## config.mk

```make
export PLATFORM = sky130hd
export DESIGN_NAME = tcs_status_flags
export DESIGN_NICKNAME = d
export VERILOG_FILES = /design/src/include/tcs_pkg.sv /design/src/rtl/tcs_status_flags.sv
export SDC_FILE = /design/constraint.sdc
export NUM_CORES = 1
export LEC_CHECK = 0
export BUFFER_PORTS_ARGS = -buffer_cell sky130_fd_sc_hd__buf_2
export CAP_MARGIN = 15
export CORE_UTILIZATION = 30
export CTS_CLUSTER_DIAMETER = 120
export DETAILED_ROUTE_END_ITERATION = 12
export SETUP_SLACK_MARGIN = 0.02
export SKIP_LAST_GASP = 1
export SYNTH_ARGS = -nofsm -noshare
export SYNTH_HDL_FRONTEND = slang
export SYNTH_SLANG_ARGS = --single-unit
```

## constraint.sdc

```tcl
create_clock -name mclk -period 3.5 [get_ports mclk]
set_input_delay 0.35 -clock mclk [delete_from_list [all_inputs] [get_ports mclk]]
set_output_delay 0.35 -clock mclk [all_outputs]
set_load 0.02 [all_outputs]
```

## src/include/tcs_pkg.sv

```systemverilog
package tcs_pkg;

  localparam int unsigned CNT_W = 16;
  localparam int unsigned ADDR_W = 4;

  // register offsets
  localparam logic [3:0] OFS_MAIN_STATUS = 4'h0;
  localparam logic [3:0] OFS_SECONDARY_STATUS = 4'h4;
  localparam logic [3:0] OFS_IRQ_STATUS = 4'h8;
  localparam logic [3:0] OFS_IRQ_MASK = 4'hC;

  // field positions
  localparam int unsigned BIT_GR_A = 0;
  localparam int unsigned BIT_GR_B = 1;
  localparam int unsigned BIT_CMP = 0;
  localparam int unsigned BIT_OVF = 8;

  // irq event bit positions
  localparam int unsigned EV_GR_A = 0;
  localparam int unsigned EV_GR_B = 1;
  localparam int unsigned EV_CMP = 2;
  localparam int unsigned EV_OVF = 3;
  localparam int unsigned EV_N = 4;

  localparam logic [15:0] RST_STATUS = 16'h0000;
  localparam logic [3:0] RST_EV = 4'h0;
  localparam logic [15:0] CNT_MAX = 16'hFFFF;
  localparam logic [15:0] CNT_ZERO = 16'h0000;

  typedef struct packed {
    logic [15:0] main_counter;
    logic [15:0] secondary_counter;
    logic [15:0] general_reg_a;
    logic [15:0] general_reg_b;
    logic [15:0] output_compare_value;
    logic        gr_a_is_capture;
    logic        gr_b_is_capture;
    logic        capture_a;
    logic        capture_b;
  } tcs_timer_t;

  typedef struct packed {
    logic [3:0]  addr;
    logic [15:0] wdata;
    logic        wr;
    logic        rd;
  } tcs_bus_t;

endpackage : tcs_pkg

```

## src/rtl/tcs_status_flags.sv

```systemverilog
`timescale 1ns/10ps
// Notes on behaviour
// general-register-B flag sets when a capture copies the main counter into register B in capture mode.
// general-register-B flag sets when the main counter equals register B in compare mode.
// general-register-A flag, bit 0, sets when a capture copies the main counter into register A in capture mode.
// general-register-A flag sets when the main counter equals register A in compare mode.
// general-register-A flag clears only by a 0 write after it was read as 1, and resets to 0.
// general-register-B flag, bit 1, clears the same read-then-write-0 way and resets to 0.
// secondary status register is 16 bits, holds only overflow and compare match, and resets to 0.
// secondary-overflow flag in bit 8 sets when the secondary counter wraps from all ones to zero.
// secondary-overflow flag clears only by a 0 write after it was read as 1.
// compare-match flag in bit 0 sets whenever the secondary counter equals the compare value.
// compare-match flag clears by a 0 write after it was read as 1.
// writing 0 to a flag only clears it; writing 1 never sets it.
// reserved bits 15 to 9 and 7 to 1 of the secondary status register always read 0.
module tcs_status_flags
(
  input  wire logic                mclk,      // 50 MHz clock
  input  wire logic                reset_n,   // sync reset, active low
  input  wire tcs_pkg::tcs_timer_t tmr,       // counters, compares, captures
  input  wire tcs_pkg::tcs_bus_t   bus,       // register port request
  output logic [15:0]              rdata,     // read data, cycle after read
  output logic                     irq        // level interrupt
);
  import tcs_pkg::*;

  // event and flag bits share one layout: 0 gr_a, 1 gr_b, 2 cmp, 3 ovf
  logic [EV_N-1:0] ev;              // conditions seen this cycle
  logic [EV_N-1:0] rd_hit;          // flags read while set
  logic [EV_N-1:0] wr_zero;         // flags whose bit was written with zero
  wire  [EV_N-1:0] flag;            // documented flags, one cell each
  logic            gr_a_hit;
  logic            gr_b_hit;
  logic            cmp_hit;
  logic            sec_was_max;
  logic            sec_is_zero;
  logic            ovf_hit;
  logic [15:0]     prev_sec;
  logic [15:0]     next_prev_sec;
  logic            prev_valid;
  logic            next_prev_valid;
  logic            rd_main;
  logic            rd_sec;
  logic            rd_irq_st;
  logic            rd_irq_mask;
  logic            wr_main;
  logic            wr_sec;
  logic            wr_irq_st;
  logic            wr_irq_mask;
  logic [EV_N-1:0] ev_st;
  logic [EV_N-1:0] next_ev_st;
  logic [EV_N-1:0] ev_mask;
  logic [EV_N-1:0] next_ev_mask;
  logic [15:0]     main_view;
  logic [15:0]     sec_view;
  logic [15:0]     ev_st_view;
  logic [15:0]     ev_mask_view;
  logic [15:0]     next_rdata;

  // both general registers follow the same capture-or-compare rule, each on its own mode bit
  function automatic logic gr_event(input logic is_capture, input logic capture,
                                    input logic [15:0] counter, input logic [15:0] gr);
    if (is_capture)
    begin
      gr_event = capture;
    end
    else
    begin
      gr_event = (counter == gr);
    end
  endfunction : gr_event

  function automatic logic [15:0] main_word(input logic [EV_N-1:0] f);
    main_word = RST_STATUS;
    main_word[BIT_GR_A] = f[EV_GR_A];
    main_word[BIT_GR_B] = f[EV_GR_B];
  endfunction : main_word

  function automatic logic [15:0] sec_word(input logic [EV_N-1:0] f);
    sec_word = RST_STATUS;
    sec_word[BIT_CMP] = f[EV_CMP];
    sec_word[BIT_OVF] = f[EV_OVF];
  endfunction : sec_word

  // interrupt status and mask share one layout, so one packing serves both
  function automatic logic [15:0] ev_word(input logic [EV_N-1:0] v);
    ev_word = RST_STATUS;
    ev_word[EV_N-1:0] = v;
  endfunction : ev_word

  always_comb
  begin
    gr_a_hit = gr_event(tmr.gr_a_is_capture, tmr.capture_a, tmr.main_counter, tmr.general_reg_a);
    gr_b_hit = gr_event(tmr.gr_b_is_capture, tmr.capture_b, tmr.main_counter, tmr.general_reg_b);

    // equality sets the flag on every cycle it holds, not only on arrival
    cmp_hit = (tmr.secondary_counter == tmr.output_compare_value);

    sec_was_max = (prev_sec == CNT_MAX);
    sec_is_zero = (tmr.secondary_counter == CNT_ZERO);
    // first cycle after reset has no history, so no wrap is inferred
    ovf_hit = prev_valid && sec_was_max && sec_is_zero;

    ev = RST_EV;
    ev[EV_GR_A] = gr_a_hit;
    ev[EV_GR_B] = gr_b_hit;
    ev[EV_CMP] = cmp_hit;
    ev[EV_OVF] = ovf_hit;
  end

  // one cycle of counter history is enough to see the wrap
  always_comb
  begin
    next_prev_sec = tmr.secondary_counter;
    next_prev_valid = 1'b1;
  end

  always_ff @(posedge mclk)
  begin
    if (!reset_n)
    begin
      prev_sec <= RST_STATUS;
      prev_valid <= 1'b0;
    end
    else
    begin
      prev_sec <= next_prev_sec;
      prev_valid <= next_prev_valid;
    end
  end

  // only the addressed register's strobes can be high; unmapped offsets decode to nothing
  always_comb
  begin
    rd_main = 1'b0;
    rd_sec = 1'b0;
    rd_irq_st = 1'b0;
    rd_irq_mask = 1'b0;
    wr_main = 1'b0;
    wr_sec = 1'b0;
    wr_irq_st = 1'b0;
    wr_irq_mask = 1'b0;
    case (bus.addr)
      OFS_MAIN_STATUS:
      begin
        rd_main = bus.rd;
        wr_main = bus.wr;
      end

      OFS_SECONDARY_STATUS:
      begin
        rd_sec = bus.rd;
        wr_sec = bus.wr;
      end

      OFS_IRQ_STATUS:
      begin
        rd_irq_st = bus.rd;
        wr_irq_st = bus.wr;
      end

      OFS_IRQ_MASK:
      begin
        rd_irq_mask = bus.rd;
        wr_irq_mask = bus.wr;
      end

      default:
      begin
        rd_main = 1'b0;
      end
    endcase
  end

  // a read arms only the flags that are set at that moment
  always_comb
  begin
    rd_hit = RST_EV;
    wr_zero = RST_EV;
    if (rd_main)
    begin
      rd_hit[EV_GR_A] = flag[EV_GR_A];
      rd_hit[EV_GR_B] = flag[EV_GR_B];
    end
    if (rd_sec)
    begin
      rd_hit[EV_CMP] = flag[EV_CMP];
      rd_hit[EV_OVF] = flag[EV_OVF];
    end

    // a one in a flag's bit is ignored, so software can never set a flag
    if (wr_main)
    begin
      wr_zero[EV_GR_A] = ~bus.wdata[BIT_GR_A];
      wr_zero[EV_GR_B] = ~bus.wdata[BIT_GR_B];
    end
    if (wr_sec)
    begin
      wr_zero[EV_CMP] = ~bus.wdata[BIT_CMP];
      wr_zero[EV_OVF] = ~bus.wdata[BIT_OVF];
    end
  end

  // one cell per flag; a new event in the clearing cycle wins over the clear
  genvar gi;
  generate
    for (gi = 0; gi < EV_N; gi = gi + 1)
    begin : g_flag
      logic bit_flag;
      logic next_bit_flag;
      logic bit_armed;
      logic next_bit_armed;

      always_comb
      begin
        next_bit_flag = bit_flag;
        next_bit_armed = bit_armed;

        // a zero write without the earlier read leaves the flag alone
        if (wr_zero[gi] && bit_armed)
        begin
          next_bit_flag = 1'b0;
          next_bit_armed = 1'b0;
        end
        if (rd_hit[gi])
        begin
          next_bit_armed = 1'b1;
        end

        // a cleared flag must be read again before the next clear counts
        if (!next_bit_flag)
        begin
          next_bit_armed = 1'b0;
        end
        if (ev[gi])
        begin
          next_bit_flag = 1'b1;
        end
      end

      always_ff @(posedge mclk)
      begin
        if (!reset_n)
        begin
          bit_flag <= RST_EV[gi];
          bit_armed <= RST_EV[gi];
        end
        else
        begin
          bit_flag <= next_bit_flag;
          bit_armed <= next_bit_armed;
        end
      end

      assign flag[gi] = bit_flag;
    end
  endgenerate

  // the interrupt status keeps its own copy, so clearing a flag leaves it pending
  always_comb
  begin
    next_ev_st = ev_st | ev;
    next_ev_mask = ev_mask;
    if (wr_irq_st)
    begin
      next_ev_st = (ev_st & ~bus.wdata[EV_N-1:0]) | ev;
    end
    if (wr_irq_mask)
    begin
      next_ev_mask = bus.wdata[EV_N-1:0];
    end
  end

  always_ff @(posedge mclk)
  begin
    if (!reset_n)
    begin
      ev_st <= RST_EV;
      ev_mask <= RST_EV;
    end
    else
    begin
      ev_st <= next_ev_st;
      ev_mask <= next_ev_mask;
    end
  end

  assign irq = |(ev_st & ev_mask);

  // word views of every readable register
  always_comb
  begin
    main_view = main_word(flag);
    sec_view = sec_word(flag);
    ev_st_view = ev_word(ev_st);
    ev_mask_view = ev_word(ev_mask);
  end

  // rdata falls back to zero after its one cycle so stale words never linger
  always_comb
  begin
    next_rdata = RST_STATUS;
    if (rd_main)
    begin
      next_rdata = main_view;
    end
    if (rd_sec)
    begin
      next_rdata = sec_view;
    end
    if (rd_irq_st)
    begin
      next_rdata = ev_st_view;
    end
    if (rd_irq_mask)
    begin
      next_rdata = ev_mask_view;
    end
  end

  always_ff @(posedge mclk)
  begin
    if (!reset_n)
    begin
      rdata <= RST_STATUS;
    end
    else
    begin
      rdata <= next_rdata;
    end
  end

endmodule : tcs_status_flags

```

# Word level (Yosys, flattened, before mapping)
# Index checks and enable logic that the tools add are counted.
[classes]
bitwise = 9
muxes = 36
n_reduce_logical = 19
eq_ne = 7
[op_table]
columns = ["op", "count"]
rows = [
  ["== test 16 bit", 3],
  ["2-to-1 mux 1 bit", 27],
  ["== test 16 bit (second input constant)", 1],
  ["logical NOT 16 bit", 1],
  ["2-to-1 mux 4 bit", 3],
  ["2-to-1 mux 2 bit", 5],
  ["2-to-1 mux 9 bit", 1],
  ["AND 4 bit", 2],
  ["== test 4 bit (second input constant)", 2],
  ["OR 4 bit", 2],
  ["AND reduction 2 bit", 4],
  ["nonzero test 2 bit", 4],
  ["OR reduction 4 bit", 2],
  ["logical AND 1 bit", 6],
  ["== test 4 x 3 -> 1 bit (second input constant)", 1],
  ["logical NOT 4 bit", 1],
  ["NOT 1 bit", 4],
  ["NOT 4 bit", 1],
  ["OR reduction 3 bit", 1],
]
[totals]
inputBits = 108
out_inout_bits = 17
ff_bits = 49

# Logic depth before layout (Yosys ltp)
[depth]
word_depth = 6
mapped_depth = 6

# Least setup slack after synthesis
# Ideal clock, no wire load.
[synth_timing]
kind = "input to register"
start = "input port reset_n"
end = "register g_flag[3].bit_flag"
t_arrival_ps = 1360
n_path_buf = 1
setup_ps = 60
path_slack_ps = 2080
stages = 5
required_time_ps = 3440
path_cell_list = "buf_4 -> or4b_1 -> nor4_1 -> nand4_1 -> nand2_1"
[synth_rtl]
columns = ["element", "line", "text"]
rows = [
  ["start, declared", "tcs_status_flags.sv:19", "input wire logic reset_n,"],
  ["end signal, assigned", "tcs_status_flags.sv:245", "bit_flag <= RST_EV[gi];"],
  ["end signal, assigned", "tcs_status_flags.sv:250", "bit_flag <= next_bit_flag;"],
  ["end, declared", "tcs_status_flags.sv:209", "logic bit_flag;"],
]

==> run metrics <==
CP Cell Sequence buf_2 -> or4b_1 -> nor4_1 -> nand4_1 -> nand2_1; Worst Hold Launch tmr[55]; Slowest cell on crit path or4b_1; Reg2Reg Depth 4; setup TNS 0 ps; hold_buf cts 0; Synth warnings 0; via density per instance 4.60; Worst-path clk slew 70 ps; WP buf/inv 1; iteration-0 DRC count of the detailed router 79; Slew Viols, Final 0; Crit path largest cell delay 480 ps; Post-DP HPWL 4110 um; H-tree levels 2; crit path DAT 1880 ps; most used flip-flop cell after synthesis dfxtp_1; worst endpoint required time 3720 ps; most frequent cells in the layout buf_2, xor2_1, dfxtp_1; DIE HEIGHT 84.2 um; Final Hold Fails 0; Clk network pwr share 0.305; clock root buffer clkbuf_8; Async SR Flop Fraction 0; Avg Synthesized Cell Area 9.13 sq um; Final Critical Period 1650 ps; Netlist Area Pre-Place 2030 sq um; GPL Wtd Cong 0.772; Max Fclk 606 MHz; Port Buffers 102; commonest non-fill, non-tap cell in the layout buf_2; placed instance count 394; drt total wl 4930 um; max_slew headroom 0.614; failing checks DRC; initial antenna violation count 0; Ports 125; crit-path leading delay family simple AND/OR/NAND/NOR gates; Post-synth EDFFs 0; clk buf depth 2; Starting Density 0.316; Crit. End Element flip-flop; largest net degree at the start of global routing 39; Rows 29; CP Class input pin to flip-flop; sequential share of power 0.506; # DRC 6; CORE AREA 6420 sq um; combinational share of power 0.189; total CTS buffers 5; WHS 309 ps; vias in the first global route 1,740; Critical R2R Launch prev_sec[0]; Int Power 663 uW; Yosys reg bits 38; FF-to-FF End g_flag[3].bit_flag; Final Net Count 432; worst hold endpoint prev_sec[3]; unrepaired setup endpoints after global routing false; GRT Total Usage 0.145; Layout Cells excl Fill 401; grt ovf 0; Hold Crit Class input pin to flip-flop; pwr/cell area 340 nW/um^2; CTS tree built; CTS Sinks 38; Seq/Total Area, Yosys 0.375; sw power 234 uW; area grow syn2layout 30.2%; Detail Route Antenna Nets 0; Pre-antenna DRT Iters 8; R2R Setup Slk 2200 ps; worst vdd ir 0.131 mV; switch share 0.260; PostCTS Resize Cnt 0; final setup fails 0; Die W 84.2 um; Critical Path Stages 5; Post-CTS Setup Inserts 0; crit start category input pin; Cell variety after synth 33; ant diodes 0; Wirelength per Cell 12.3 um; post-route clock period utilization 0.472; Max Cap Viol 0; Synth Instances 222; clock skew 7.25 ps; share of cells above drive strength 1 0.349; hold depth 2; status finished with violations; Leak 0.00118 uW; Crit Path Max Fanout 38; first-pass GRT wire length 8110 um; Clk Latency, worst-skew pair 280 ps; Die Footprint 7090 sq um; DR vias 1,844; Worst Tran Pin Value 579 ps
==> per-stage QoR <==
step | power, uW | setup WS [ps] | area (sq um) | utilization
after floorplan | 554 | 2080 | 2060 | -
after global placement | 632 | 1550 | 2560 | 0.399
after detailed placement | 635 | 1530 | 2560 | 0.399
after CTS | 911 | 1830 | 2640 | 0.411
after global routing | 954 | 1710 | 2640 | 0.411
final | 897 | 1850 | 2640 | 0.411
==> Yosys cell counts (2+ instances only) <==
cell type  count  share of area
xor2_1        41           0.18
dfxtp_1       38           0.38
and2_1        17          0.052
nand2_1       15          0.028
nand3_1       13          0.032
buf_4         12          0.044
nor4_1        11          0.034
a31oi_1       10          0.031
nand4_1        8          0.025
xnor2_1        7          0.030
nor2_1         6          0.011
o21ai_1        6          0.015
a21boi_1       4          0.015
nor2b_1        4          0.012
a22oi_1        3          0.011
clkbuf_1       3         0.0056
nor3_1         3         0.0074
buf_2          2         0.0049
inv_1          2         0.0037
mux2i_1        2         0.0099
nor3b_1        2         0.0074
or4b_1         2         0.0099
==> cell families (layout without fill, tap and decap cells) <==
group / after synthesis / count (layout) / synth area share
other cells: 1 / 11 / 0.00185
simple gates: 87 / 87 / 0.252
compound gates: 25 / 25 / 0.0784
mux: 4 / 4 / 0.0265
buf+inv: 19 / 111 / 0.0586
flops: 38 / 38 / 0.375
xor+xnor: 48 / 48 / 0.207
==> worst max path at each step <==
| stage | to | from | slack, ps |
|---|---|---|---|
| finish | g_flag[3].bit_flag | reset_n | 1850 |
| global route | g_flag[3].bit_flag | reset_n | 1710 |
| CTS | g_flag[3].bit_flag | reset_n | 1830 |
| detailed placement | g_flag[3].bit_flag | reset_n | 1530 |
| global placement | g_flag[3].bit_flag | reset_n | 1550 |
| floorplan | g_flag[3].bit_flag | reset_n | 2080 |
==> power by group through the flow <==
| stage | logic, uW | clock network (uW) | registers [uW] |
|---|---|---|---|
| 2_1_floorplan | 93.0 | 0 | 461 |
| 3_3_place_gp | 169 | 0 | 463 |
| 3_5_place_dp | 171 | 0 | 464 |
| 4_1_cts | 171 | 286 | 454 |
| 5_1_grt | 188 | 311 | 455 |
| 6_report | 169 | 273 | 454 |
==> layer usage <==
metal | up-vias | wire (um) | part of all wire | track usage
li1 | 959 | - | - | -
met1 | 796 | 2090 | 0.42 | 0.180
met2 | 84 | 2410 | 0.49 | 0.250
met3 | 5 | 367 | 0.075 | 0.0334
met4 | 0 | 53 | 0.011 | 0.0423
met5 | - | 0 | 0 | 0
==> cell type report <==
class / instances / area [sq um]
fill: 662 / 3780
multi-input combinational: 175 / 1180
sequential: 38 / 761
timing repair buffer: 102 / 510
tap: 77 / 96.3
clock buffer: 5 / 68.8
clock inverter: 2 / 10.0
inverter: 2 / 7.51
==> flip-flops by register name, summed over array words and instances (netlist names) <==
name and cells:
g_flag.bit_flag 4, ev_mask 4, rdata 5, prev_sec 16, g_flag.bit_armed 4, prev_valid 1, ev_st 4
Power figures use the tool's default switching activity.
